$ cat src/rtl/apm_pkg.sv
/*
 * Activity power monitor constants: offsets, port ranges, timing.
 * Assumes a 200 MHz clock and 16-bit I/O port addresses.
 */
package apm_pkg;

    // ********************
    // Clock and timing
    // ********************
    localparam int unsigned CLK_HZ = 200_000_000;
    localparam int unsigned DRIVE_QUIET_S = 4;
    localparam longint unsigned DRIVE_QUIET_CYC =
        longint'(DRIVE_QUIET_S) * longint'(CLK_HZ);
    localparam int unsigned REFRESH_SLOW_HZ = 32_000;
    localparam int unsigned REFRESH_DIV = CLK_HZ / REFRESH_SLOW_HZ;
    localparam int unsigned REFRESH_DIV_W = 13;
    localparam logic [REFRESH_DIV_W-1:0] REFRESH_DIV_LAST =
        REFRESH_DIV_W'(REFRESH_DIV - 1);
    localparam int unsigned TICK_DIV = 200;
    localparam logic [7:0] TICK_DIV_LAST = 8'(TICK_DIV - 1);

    // ********************
    // Subsystems
    // ********************
    localparam int unsigned NSUB = 6;
    localparam int unsigned SUB_KBD = 0;
    localparam int unsigned SUB_MOUSE = 1;
    localparam int unsigned SUB_HDD = 2;
    localparam int unsigned SUB_SERIAL = 3;
    localparam int unsigned SUB_PRN = 4;
    localparam int unsigned SUB_FDD = 5;
    localparam int unsigned TMR_W = 32;
    localparam int unsigned SAVE_AW = 4;
    localparam int unsigned SAVE_DW = 32;

    // ********************
    // Monitored port addresses
    // ********************
    localparam logic [15:0] P_KBD_DATA = 16'h0060;
    localparam logic [15:0] P_KBD_CMD = 16'h0064;
    localparam logic [15:0] P_HDD1_LO = 16'h01f0;
    localparam logic [15:0] P_HDD1_HI = 16'h01f7;
    localparam logic [15:0] P_HDD2_LO = 16'h0170;
    localparam logic [15:0] P_HDD2_HI = 16'h0177;
    localparam logic [15:0] P_HDD2_CTL = 16'h0376;
    localparam logic [15:0] P_COM1_LO = 16'h03f8;
    localparam logic [15:0] P_COM1_HI = 16'h03ff;
    localparam logic [15:0] P_COM2_LO = 16'h02f8;
    localparam logic [15:0] P_COM2_HI = 16'h02ff;
    localparam logic [15:0] P_PRN1_LO = 16'h0378;
    localparam logic [15:0] P_PRN1_HI = 16'h037a;
    localparam logic [15:0] P_PRN2_LO = 16'h0278;
    localparam logic [15:0] P_PRN2_HI = 16'h027a;
    localparam logic [15:0] P_PRN3_LO = 16'h03bc;
    localparam logic [15:0] P_PRN3_HI = 16'h03be;
    localparam logic [15:0] P_FDD_LO = 16'h03f0;
    localparam logic [15:0] P_FDD_HI = 16'h03f7;

    // ********************
    // Register map
    // ********************
    localparam logic [7:0] R_CTRL = 8'h00;
    localparam logic [7:0] R_STATUS = 8'h04;
    localparam logic [7:0] R_EVENT = 8'h08;
    localparam logic [7:0] R_STBY_TO = 8'h0c;
    localparam logic [7:0] R_SUSP_TO = 8'h10;
    localparam logic [7:0] R_SAVE_ADDR = 8'h14;
    localparam logic [7:0] R_SAVE_DATA = 8'h18;
    localparam logic [7:0] R_TMR_BASE = 8'h20;

    // Control register bits.
    localparam int unsigned C_ON_BATT = 0;
    localparam int unsigned C_LOWBAT2 = 1;
    localparam int unsigned C_SUSP_REQ = 2;
    localparam int unsigned C_SAVE_DONE = 3;
    localparam int unsigned C_SMI_DONE = 4;
    localparam int unsigned C_ECO_MON = 5;
    localparam int unsigned C_SCR_TO = 6;
    localparam int unsigned C_WAKE = 7;
    localparam logic [31:0] CTRL_RST = 32'h0000_0000;
    localparam logic [31:0] STBY_TO_RST = 32'h0000_ffff;
    localparam logic [31:0] SUSP_TO_RST = 32'h0002_0000;

    typedef enum logic [2:0] {
        APM_ON,
        APM_STANDBY,
        APM_SUSP_WAIT,
        APM_SUSP_SAVE,
        APM_SUSPEND
    } apm_state_t;

endpackage

$ cat src/rtl/apm_save_ram.sv
/*
 * Small management save memory with registered read data.
 * Assumes one clock; write and read may occur in the same cycle.
 */
module apm_save_ram (
    // Clock
    input wire logic clk,
    // Write port
    input wire logic wr_en,
    input wire logic [apm_pkg::SAVE_AW-1:0] wr_addr,
    input wire logic [apm_pkg::SAVE_DW-1:0] wr_data,
    // Read port
    input wire logic [apm_pkg::SAVE_AW-1:0] rd_addr,
    output logic [apm_pkg::SAVE_DW-1:0] rd_data
);

    logic [apm_pkg::SAVE_DW-1:0] mem [0:(1<<apm_pkg::SAVE_AW)-1];

    always_ff @(posedge clk) begin
        if (wr_en) begin
            mem[wr_addr] <= wr_data;
        end
        rd_data <= mem[rd_addr];
    end

endmodule

$ cat src/rtl/apm_monitor.sv
/*
 * Activity monitor and power state control.
 * Assumes io_cycle is on clk; pins are asynchronous.
 */
// Functional notes
// - Standby activity raises management interrupt, wakes
// - Watch keyboard, mouse, both drive port ranges
// - Serial port ranges count as activity
// - Printer port ranges count as activity
// - Stop-clock in idle, drop on interrupts
// - Standby entry reloads timers, slows processor
// - Any drive access leaves local standby
// - Timer suspend only when all timers expired; key, request or low battery suspend at once
// - Short suspend timeout skips standby entirely
// - Suspend key raises management interrupt
// - Drives quiet four seconds before suspend continues
// - Save drive and coprocessor state first
// - Save memory open only during service
// - Suspend keeps memory, refresh at 32KHz
// - Suspend disables clock generator outputs
// - Video refresh 32KHz, panel off, converter low
// - Screen timeout: eco suspends graphics, else standby
// - On battery allow low-battery, timeout, key suspend
module apm_monitor #(
    parameter longint unsigned QUIET_CYC = apm_pkg::DRIVE_QUIET_CYC
) (
    // Clock and reset
    input wire logic clk,
    input wire logic arst_n,
    // Register port
    input wire logic [7:0] reg_addr,
    input wire logic [31:0] reg_wdata,
    input wire logic reg_wr,
    input wire logic reg_rd,
    output logic [31:0] reg_rdata,
    // Host I/O cycle observation
    input wire logic io_cycle,
    input wire logic [15:0] io_addr,
    // Asynchronous pins
    input wire logic irq_kbd,
    input wire logic irq_mouse,
    input wire logic susp_key,
    // Power controls
    output logic smi,
    output logic stop_clk,
    output logic cpu_slow,
    output logic clkgen_off,
    output logic mem_refresh_slow,
    output logic refresh_tick,
    output logic panel_off,
    output logic dac_low,
    output logic gfx_suspend,
    output logic gfx_standby,
    output logic save_mem_open,
    output logic [2:0] pm_state
);

    // ********************
    // Pin synchronisers
    // ********************
    logic [2:0] pin_meta_ff;
    logic [2:0] pin_sync_ff;
    logic susp_key_d_ff;
    always_ff @(posedge clk or negedge arst_n) begin
        if (!arst_n) begin
            pin_meta_ff <= 3'h0;
            pin_sync_ff <= 3'h0;
            susp_key_d_ff <= 1'b0;
        end else begin
            pin_meta_ff <= {susp_key, irq_mouse, irq_kbd};
            pin_sync_ff <= pin_meta_ff;
            susp_key_d_ff <= pin_sync_ff[2];
        end
    end
    wire key_press = pin_sync_ff[2] && !susp_key_d_ff;

    // ********************
    // Address decode
    // ********************
    wire a_kbd = io_cycle && (io_addr == apm_pkg::P_KBD_DATA ||
        io_addr == apm_pkg::P_KBD_CMD);
    wire a_hdd1 = io_addr >= apm_pkg::P_HDD1_LO &&
        io_addr <= apm_pkg::P_HDD1_HI;
    wire a_hdd2 = (io_addr >= apm_pkg::P_HDD2_LO &&
        io_addr <= apm_pkg::P_HDD2_HI) || io_addr == apm_pkg::P_HDD2_CTL;
    wire a_hdd = io_cycle && (a_hdd1 || a_hdd2);
    wire a_ser = io_cycle && ((io_addr >= apm_pkg::P_COM1_LO &&
        io_addr <= apm_pkg::P_COM1_HI) || (io_addr >= apm_pkg::P_COM2_LO &&
        io_addr <= apm_pkg::P_COM2_HI));
    wire a_prn = io_cycle && ((io_addr >= apm_pkg::P_PRN1_LO &&
        io_addr <= apm_pkg::P_PRN1_HI) || (io_addr >= apm_pkg::P_PRN2_LO &&
        io_addr <= apm_pkg::P_PRN2_HI) || (io_addr >= apm_pkg::P_PRN3_LO &&
        io_addr <= apm_pkg::P_PRN3_HI));
    wire a_fdd = io_cycle && io_addr >= apm_pkg::P_FDD_LO &&
        io_addr <= apm_pkg::P_FDD_HI && !a_ser;

    logic [apm_pkg::NSUB-1:0] act;
    assign act[apm_pkg::SUB_KBD] = a_kbd || pin_sync_ff[0];
    assign act[apm_pkg::SUB_MOUSE] = pin_sync_ff[1];
    assign act[apm_pkg::SUB_HDD] = a_hdd;
    assign act[apm_pkg::SUB_SERIAL] = a_ser;
    assign act[apm_pkg::SUB_PRN] = a_prn;
    assign act[apm_pkg::SUB_FDD] = a_fdd;
    wire any_act = |act;

    // ********************
    // Registers
    // ********************
    logic [31:0] ctrl_ff;
    logic [31:0] stby_to_ff;
    logic [31:0] susp_to_ff;
    logic [apm_pkg::SAVE_AW-1:0] save_addr_ff;
    logic [apm_pkg::NSUB-1:0] event_ff;
    apm_pkg::apm_state_t state_ff;
    apm_pkg::apm_state_t nxt_state;

    wire wr_ctrl = reg_wr && reg_addr == apm_pkg::R_CTRL;
    wire wr_event = reg_wr && reg_addr == apm_pkg::R_EVENT;
    wire wr_save = reg_wr && reg_addr == apm_pkg::R_SAVE_DATA;
    wire on_batt = ctrl_ff[apm_pkg::C_ON_BATT];
    wire lowbat2 = ctrl_ff[apm_pkg::C_LOWBAT2];
    wire in_susp_seq = state_ff == apm_pkg::APM_SUSP_WAIT ||
        state_ff == apm_pkg::APM_SUSP_SAVE;

    always_ff @(posedge clk or negedge arst_n) begin
        if (!arst_n) begin
            ctrl_ff <= apm_pkg::CTRL_RST;
            stby_to_ff <= apm_pkg::STBY_TO_RST;
            susp_to_ff <= apm_pkg::SUSP_TO_RST;
            save_addr_ff <= '0;
        end else begin
            if (wr_ctrl) begin
                ctrl_ff <= reg_wdata;
            end else begin
                ctrl_ff[apm_pkg::C_SUSP_REQ] <= 1'b0;
                ctrl_ff[apm_pkg::C_SAVE_DONE] <= 1'b0;
                ctrl_ff[apm_pkg::C_SMI_DONE] <= 1'b0;
                ctrl_ff[apm_pkg::C_WAKE] <= 1'b0;
            end
            if (reg_wr && reg_addr == apm_pkg::R_STBY_TO) begin
                stby_to_ff <= reg_wdata;
            end
            if (reg_wr && reg_addr == apm_pkg::R_SUSP_TO) begin
                susp_to_ff <= reg_wdata;
            end
            if (reg_wr && reg_addr == apm_pkg::R_SAVE_ADDR) begin
                save_addr_ff <= reg_wdata[apm_pkg::SAVE_AW-1:0];
            end
        end
    end

    // Events are sticky; a new event beats a write-one-to-clear.
    logic [apm_pkg::NSUB-1:0] nxt_event;
    assign nxt_event = (event_ff & ~(wr_event ?
        reg_wdata[apm_pkg::NSUB-1:0] : '0)) | act;
    always_ff @(posedge clk or negedge arst_n) begin
        if (!arst_n) begin
            event_ff <= '0;
        end else begin
            event_ff <= nxt_event;
        end
    end

    // ********************
    // Inactivity timers
    // ********************
    logic [apm_pkg::TMR_W-1:0] tmr_ff [apm_pkg::NSUB];
    logic [apm_pkg::NSUB-1:0] expired;
    logic [7:0] tick_cnt_ff;
    wire tick = tick_cnt_ff == apm_pkg::TICK_DIV_LAST;
    wire standby_entry = nxt_state == apm_pkg::APM_STANDBY &&
        state_ff != apm_pkg::APM_STANDBY;

    always_ff @(posedge clk or negedge arst_n) begin
        if (!arst_n) begin
            tick_cnt_ff <= 8'h00;
        end else begin
            tick_cnt_ff <= tick ? 8'h00 : tick_cnt_ff + 8'h01;
        end
    end

    // Timers count in microsecond ticks so 32-bit reload spans over an hour.
    for (genvar i = 0; i < apm_pkg::NSUB; i++) begin : g_tmr
        assign expired[i] = tmr_ff[i] == '0;
        always_ff @(posedge clk or negedge arst_n) begin
            if (!arst_n) begin
                tmr_ff[i] <= apm_pkg::STBY_TO_RST;
            end else if (act[i]) begin
                tmr_ff[i] <= susp_to_ff;
            end else if (standby_entry) begin
                tmr_ff[i] <= susp_to_ff;
            end else if (tick && !expired[i]) begin
                tmr_ff[i] <= tmr_ff[i] - 32'h1;
            end
        end
    end
    wire all_expired = &expired;

    // Standby timer runs on the same activity; the shorter one wins.
    logic [31:0] idle_ff;
    always_ff @(posedge clk or negedge arst_n) begin
        if (!arst_n) begin
            idle_ff <= 32'h0;
        end else if (any_act || state_ff != apm_pkg::APM_ON) begin
            idle_ff <= 32'h0;
        end else if (tick) begin
            idle_ff <= idle_ff + 32'h1;
        end
    end
    wire stby_due = idle_ff >= stby_to_ff;
    wire susp_first = susp_to_ff < stby_to_ff;

    // ********************
    // Drive quiet window
    // ********************
    logic [33:0] quiet_ff;
    wire drive_act = act[apm_pkg::SUB_HDD] || act[apm_pkg::SUB_FDD];
    wire quiet_done = quiet_ff >= 34'(QUIET_CYC);
    always_ff @(posedge clk or negedge arst_n) begin
        if (!arst_n) begin
            quiet_ff <= 34'h0;
        end else if (drive_act || state_ff != apm_pkg::APM_SUSP_WAIT) begin
            quiet_ff <= 34'h0;
        end else if (!quiet_done) begin
            quiet_ff <= quiet_ff + 34'h1;
        end
    end

    // ********************
    // Power state machine
    // ********************
    wire susp_req = key_press || ctrl_ff[apm_pkg::C_SUSP_REQ] ||
        (on_batt && lowbat2);
    always_comb begin
        nxt_state = state_ff;
        case (state_ff)
            apm_pkg::APM_ON: begin
                if (susp_req || (all_expired && susp_first)) begin
                    nxt_state = apm_pkg::APM_SUSP_WAIT;
                end else if (stby_due && !any_act) begin
                    nxt_state = apm_pkg::APM_STANDBY;
                end
            end
            apm_pkg::APM_STANDBY: begin
                if (any_act || act[apm_pkg::SUB_HDD]) begin
                    nxt_state = apm_pkg::APM_ON;
                end else if (susp_req || all_expired) begin
                    nxt_state = apm_pkg::APM_SUSP_WAIT;
                end
            end
            apm_pkg::APM_SUSP_WAIT: begin
                if (quiet_done) begin
                    nxt_state = apm_pkg::APM_SUSP_SAVE;
                end
            end
            apm_pkg::APM_SUSP_SAVE: begin
                if (ctrl_ff[apm_pkg::C_SAVE_DONE]) begin
                    nxt_state = apm_pkg::APM_SUSPEND;
                end
            end
            apm_pkg::APM_SUSPEND: begin
                if (ctrl_ff[apm_pkg::C_WAKE]) begin
                    nxt_state = apm_pkg::APM_ON;
                end
            end
            default: nxt_state = apm_pkg::APM_ON;
        endcase
    end

    // ********************
    // Management interrupt and save memory window
    // ********************
    wire smi_cause = (state_ff == apm_pkg::APM_STANDBY && any_act) ||
        key_press || (nxt_state == apm_pkg::APM_SUSP_WAIT &&
        !in_susp_seq);
    logic smi_ff;
    wire nxt_smi = smi_cause || (smi_ff && !ctrl_ff[apm_pkg::C_SMI_DONE]);
    logic [apm_pkg::REFRESH_DIV_W-1:0] ref_cnt_ff;
    wire ref_wrap = ref_cnt_ff == apm_pkg::REFRESH_DIV_LAST;
    wire susp_now = nxt_state == apm_pkg::APM_SUSPEND;
    wire scr_to = ctrl_ff[apm_pkg::C_SCR_TO];
    wire eco = ctrl_ff[apm_pkg::C_ECO_MON];
    logic gfx_susp_ff;
    logic gfx_stby_ff;

    always_ff @(posedge clk or negedge arst_n) begin
        if (!arst_n) begin
            smi_ff <= 1'b0;
            state_ff <= apm_pkg::APM_ON;
            ref_cnt_ff <= '0;
            gfx_susp_ff <= 1'b0;
            gfx_stby_ff <= 1'b0;
        end else begin
            smi_ff <= nxt_smi;
            state_ff <= nxt_state;
            ref_cnt_ff <= ref_wrap ? '0 : ref_cnt_ff + 1'b1;
            if (scr_to) begin
                gfx_susp_ff <= eco;
                gfx_stby_ff <= !eco;
            end else if (any_act) begin
                gfx_susp_ff <= 1'b0;
                gfx_stby_ff <= 1'b0;
            end
        end
    end

    logic [apm_pkg::SAVE_DW-1:0] save_rd;
    // Save memory only writes while the interrupt is in service.
    apm_save_ram u_save (
        .clk(clk),
        .wr_en(wr_save && smi_ff),
        .wr_addr(save_addr_ff),
        .wr_data(reg_wdata),
        .rd_addr(save_addr_ff),
        .rd_data(save_rd)
    );

    // ********************
    // Registered outputs
    // ********************
    wire in_stby_next = nxt_state == apm_pkg::APM_STANDBY;
    always_ff @(posedge clk or negedge arst_n) begin
        if (!arst_n) begin
            smi <= 1'b0;
            stop_clk <= 1'b0;
            cpu_slow <= 1'b0;
            clkgen_off <= 1'b0;
            mem_refresh_slow <= 1'b0;
            refresh_tick <= 1'b0;
            panel_off <= 1'b0;
            dac_low <= 1'b0;
            gfx_suspend <= 1'b0;
            gfx_standby <= 1'b0;
            save_mem_open <= 1'b0;
            pm_state <= 3'h0;
        end else begin
            smi <= nxt_smi;
            save_mem_open <= nxt_smi;
            stop_clk <= (in_stby_next && !any_act && !nxt_smi) ||
                susp_now;
            cpu_slow <= in_stby_next;
            clkgen_off <= susp_now;
            mem_refresh_slow <= susp_now;
            refresh_tick <= susp_now && ref_wrap;
            panel_off <= susp_now || gfx_susp_ff || gfx_stby_ff;
            dac_low <= susp_now || gfx_susp_ff;
            gfx_suspend <= susp_now || gfx_susp_ff;
            gfx_standby <= gfx_stby_ff;
            pm_state <= nxt_state;
        end
    end

    // ********************
    // Register read
    // ********************
    wire in_tmr = reg_addr >= apm_pkg::R_TMR_BASE &&
        reg_addr < apm_pkg::R_TMR_BASE + 8'(4 * apm_pkg::NSUB);
    wire [7:0] tmr_off = reg_addr - apm_pkg::R_TMR_BASE;
    wire [2:0] tmr_idx = tmr_off[4:2];
    logic [31:0] rd_mux;
    always_comb begin
        rd_mux = 32'h0;
        case (reg_addr)
            apm_pkg::R_CTRL: rd_mux = ctrl_ff;
            apm_pkg::R_STATUS: rd_mux = {24'h0, all_expired, smi_ff,
                save_mem_open, quiet_done, stop_clk, 3'(state_ff)};
            apm_pkg::R_EVENT: rd_mux = 32'(event_ff);
            apm_pkg::R_STBY_TO: rd_mux = stby_to_ff;
            apm_pkg::R_SUSP_TO: rd_mux = susp_to_ff;
            apm_pkg::R_SAVE_ADDR: rd_mux = 32'(save_addr_ff);
            apm_pkg::R_SAVE_DATA: rd_mux = smi_ff ? save_rd : 32'h0;
            default: rd_mux = in_tmr ? tmr_ff[tmr_idx] : 32'h0;
        endcase
    end
    always_ff @(posedge clk or negedge arst_n) begin
        if (!arst_n) begin
            reg_rdata <= 32'h0;
        end else begin
            reg_rdata <= reg_rd ? rd_mux : 32'h0;
        end
    end

endmodule

$ cat config.mk
export PLATFORM = sky130hd
export DESIGN_NAME = apm_monitor
export DESIGN_NICKNAME = d
export VERILOG_FILES = /design/src/rtl/apm_pkg.sv /design/src/rtl/apm_save_ram.sv /design/src/rtl/apm_monitor.sv
export SDC_FILE = /design/constraint.sdc
export NUM_CORES = 2
export LEC_CHECK = 0
export BUFFER_PORTS_ARGS = -buffer_cell sky130_fd_sc_hd__buf_2
export CORE_ASPECT_RATIO = 1.2
export CORE_UTILIZATION = 57
export CTS_CLUSTER_DIAMETER = 50
export DETAILED_ROUTE_END_ITERATION = 10
export GPL_TIMING_DRIVEN = 0
export PLACE_DENSITY = 0.77
export SLEW_MARGIN = 20
export SYNTH_ARGS = -nofsm -noshare
export SYNTH_HDL_FRONTEND = slang
export SYNTH_SLANG_ARGS = --single-unit
$ cat constraint.sdc
create_clock -name clk -period 3.4 [get_ports clk]
set_clock_uncertainty 0.2 [all_clocks]
set_input_delay 1.02 -clock clk [delete_from_list [all_inputs] [get_ports clk]]
set_output_delay 1.02 -clock clk [all_outputs]
set_load 0.05 [all_outputs]
==> summary.md <==
| Metric | Value |
|---|---|
| Status | `complete, but fails checks` |
| Failing checks | `negative setup slack` |
| Tcrit/Tclk final | `1.11` |
| Initial antenna violation count | `7` |
| DR vias | `30000` |
| Fillers | `4977` |
| Vias in the first global route | `31100` |
| Largest net degree at the start of global routing | `98` |
| Worst Reg-to-Reg Cells | `12` |
| Rel. slew slack | `0.242` |
| Post-route minimum period | `3.77 ns` |
| Psw | `6.60 mW` |
| Yosys Warn Count | `0` |
| CP Capture Type | `flip-flop` |
| First-pass GRT wire length | `202 mm` |
| CTS tree | `yes` |
| Slowest Stage Delay on Critical Path | `0.75 ns` |
| Ratio of cells with drive above 1 in the final layout | `0.340` |
| Post-route ant nets | `0` |
| Clock network fraction of total power | `0.415` |
| Die W | `258 µm` |
| Gate power share | `0.093` |
| Hold buffers post-CTS | `0` |
| RSZ-0062 raised after global routing | `yes` |
| # DRC | `0` |
| Fin. max-slew vios | `0` |
| Routed vias/inst | `6.68` |
| Commonest non-fill, non-tap cell in the layout | `edfxtp_1` |
| CP Launch Type | `flip-flop` |
| Placed cell area | `47900 µm²` |
| Routed wire length | `139 mm` |
| IO Count | `110` |
| Congestion Overflow GR | `0` |
| Area Growth Syn to Fin | `19.2%` |
| Buf/Inv on CP | `3` |
| Max-cap violations | `0` |
| CP max FO | `10` |
| Initial Util | `0.577` |
| Crit path DAT | `4.12 ns` |
| Synth top area share | `0.343` |
| Worst slew pin tran | `1.14 ns` |
| Crit Path Class | `reg -> reg` |
| Most frequent cells in the layout | `512 x edfxtp_1, 310 x dfrtp_1, 197 x mux4_2, 184 x mux2_4, 171 x nor2_1` |
| Cell-internal power | `20.0 mW` |
| CTS Buffer Depth | `3` |
| Overall Power | `26.6 mW` |
| Clk_lat worst skew | `0.69 ns` |
| Reg-to-reg critical path endpoint | `tmr_ff[115]$_DFFE_PN0P_` |
| Post-synth EDFFs | `512` |
| Total track usage | `0.349` |
| Hpwl dp | `92.2 mm` |
| Synth area leader | `edfxtp_1` |
| DRT iter0 DRCs | `3444` |
| # clock sinks | `981` |
| Pre-Repair DR Iteration Count | `8` |
| VDD IR max | `0.551 mV` |
| Die Y | `309 µm` |
| PortBufs | `108` |
| Crit-path slowest cell | `dfrtp_1` |
| Post-synthesis sequential area ratio | `0.604` |
| Maximum clock rate | `0.265 GHz` |
| # setup viols final | `236` |
| Routability cong. | `0.978` |
| Mapped cell area | `44800 µm²` |
| Register share of total power | `0.492` |
| Worst R2R Start | `susp_to_ff[4]$_DFFE_PN0P_` |
| Post-synth top flop | `edfxtp_1` |
| Post-synth cell types | `78` |
| Hold crit path type | `in -> async` |
| Final WS setup | `-0.375 ns` |
| CTS clk-pin slew, worst paths | `0.06 ns` |
| Crit path depth | `12` |
| Routed len/inst | `30.9 µm` |
| Crit path top cell by count | `a21oi_1` |
| Lkg Pwr | `21.5 nW` |
| Ys async rst share | `0.445` |
| Final #Nets | `3509` |
| Num CTS Buffers | `99` |
| Core Area | `77800 µm²` |
| Final instance area | `53400 µm²` |
| Largest cells by area after synthesis | `edfxtp_1 34%, dfrtp_1 18%, mux4_2 9.9%` |
| Switching Share | `0.248` |
| Internal reg-to-reg setup slack | `-0.37 ns` |
| Synthesized flop and latch total | `981` |
| Pwr dens | `498 nW/µm²` |
| H-tree levels | `3` |
| CP delay by family, top | `compound AO/OA/AOI/OAI gates` |
| Post-Syn Instances | `3035` |
| Rows | `112` |
| Die area | `79800 µm²` |
| Net Count, Synth | `3175` |
| Fin. Hold Viols | `0` |
| Syn_area_per_cell | `14.8 µm²` |
| WP data required | `3.75 ns` |
| Root buffer cell | `clkbuf_16` |
| Crit path cell chain | `ha_1, a21oi_1, o211ai_1, a21oi_1, o31ai_2, a21oi_2, a211oi_4, buf_6, nor2_4, buf_8, buf_12, mux2_4` |
-- power by group through the flow --
stage / sequential, mW / combinational [mW] / clock (mW)
3_3_place_gp: 13.3 / 2.00 / 0
4_1_cts: 13.1 / 2.38 / 11.1
6_report: 13.1 / 2.47 / 11.0
2_1_floorplan: 13.2 / 1.27 / 0
5_1_grt: 13.1 / 2.60 / 11.5
3_5_place_dp: 13.3 / 2.10 / 0
-- worst max path at each step --
stage / start / endpoint / slack [ns]
finish: susp_to_ff[4]$_DFFE_PN0P_ / tmr_ff[115]$_DFFE_PN0P_ / -0.37
global placement: arst_n / reg_rdata[20]$_DFF_PN0_ / -7.34
detailed placement: reg_addr[2] / reg_rdata[16]$_DFF_PN0_ / -1.69
CTS: tmr_ff[164]$_DFFE_PN1P_ / tmr_ff[154]$_DFFE_PN0P_ / -0.34
global route: tmr_ff[170]$_DFFE_PN1P_ / tmr_ff[115]$_DFFE_PN0P_ / -0.34
floorplan: reg_addr[6] / u_save.mem[4][0]$_DFFE_PP_ / -0.39
-- synth_stat cells, types with 7 or more instances --
library cell	count
edfxtp_1	512
dfrtp_1	324
mux4_2	197
mux2_2	193
nor2_1	191
nand2_1	158
xor2_1	142
dfstp_2	113
xnor2_1	98
clkbuf_1	81
ha_1	76
inv_1	76
nor3_1	71
mux2_1	61
nand3_1	61
a21oi_1	59
nor4_1	52
a22oi_1	47
o21ai_0	43
mux2i_1	36
dfxtp_1	32
mux2_4	30
nand4_1	29
or3_1	29
and3_1	28
buf_1	28
o2bb2ai_1	26
or4_1	25
a31oi_1	24
buf_6	15
nand2b_1	15
a222oi_1	13
o31ai_1	11
a211oi_1	10
a21o_1	10
and4_1	10
nand3b_1	10
and2_1	8
o22ai_1	7
-- state kept, by name, summed over array words and instances (netlist names), 3 cells and up --
name	flops
susp_to_ff	32
reg_rdata	32
pin_meta_ff	3
quiet_ff	34
stby_to_ff	32
u_save.rd_data	32
tmr_ff	192
pin_sync_ff	3
event_ff	6
idle_ff	32
u_save.mem	512
tick_cnt_ff	8
save_addr_ff	4
ref_cnt_ff	13
ctrl_ff	32
pm_state	3
-- final cells by class --
| cell class | count | area (µm²) | share of cell area |
|---|---|---|---|
| Clock inverter | 44 | 467 | 0.00873 |
| Clock buffer | 142 | 2800 | 0.0524 |
| Sequential cell | 981 | 27100 | 0.507 |
| Multi-Input combinational cell | 1848 | 18100 | 0.339 |
| Inverter | 76 | 285 | 0.00534 |
| Timing Repair Buffer | 242 | 2590 | 0.0484 |
| Antenna cell | 2 | 5.00 | 0.0000937 |
| Buffer | 121 | 800 | 0.0150 |
| Tap cell | 1026 | 1280 | 0.0240 |
-- routing by layer --
metal	global-route usage	vias to the layer above	part of all wire	wire length (µm)
li1	-	12200	-	-
met1	0.401	15300	0.34	47400
met2	0.598	1823	0.50	69700
met3	0.0623	555	0.081	11200
met4	0.236	8	0.074	10200
met5	0	-	0.00039	54
-- stage by stage --
stage | cells | hold WS, ns | TNS (ns) | worst slack (ns) | utilization
detailed placement | 4197 | 0.139 | -803.94 | -1.69 | 0.616
finish | 4482 | 0.127 | -53.21 | -0.375 | 0.687
floorplan | 3035 | 0.131 | -191.67 | -0.392 | -
global route | 4481 | 0.157 | -51.25 | -0.341 | 0.687
global placement | 4169 | 0.134 | -3837.55 | -7.34 | 0.606
CTS | 4470 | 0.145 | -50.15 | -0.343 | 0.683
-- worst register-to-register path: cells and delay by family, from the launching register on --
family	cells	cell delay, ns
AO/OA/AOI/OAI	6	1.34
buffers and inverters	3	0.52
adder cells (fa/ha/maj)	1	0.37
AND/OR/NAND/NOR	1	0.16
flip-flops	1	0.75
multiplexers	1	0.32
-- logic make-up after synthesis --
logic type               Yosys count  synth area share
flip-flops                       981             0.604
AND/OR/NAND/NOR                  739            0.0845
multiplexers                     517             0.181
AO/OA/AOI/OAI                    276            0.0423
XOR/XNOR                         240            0.0469
buffers and inverters            206            0.0203
adder cells (fa/ha/maj)           76            0.0212
-- timing repair --
action,4_1_cts,5_1_grt
gates cloned,14,3
pin swaps,27,22
gates resized for setup,222,102
setup endpoints to repair,781,358
setup buffers,75,25
No activity file was read; power rests on OpenSTA's default activity.
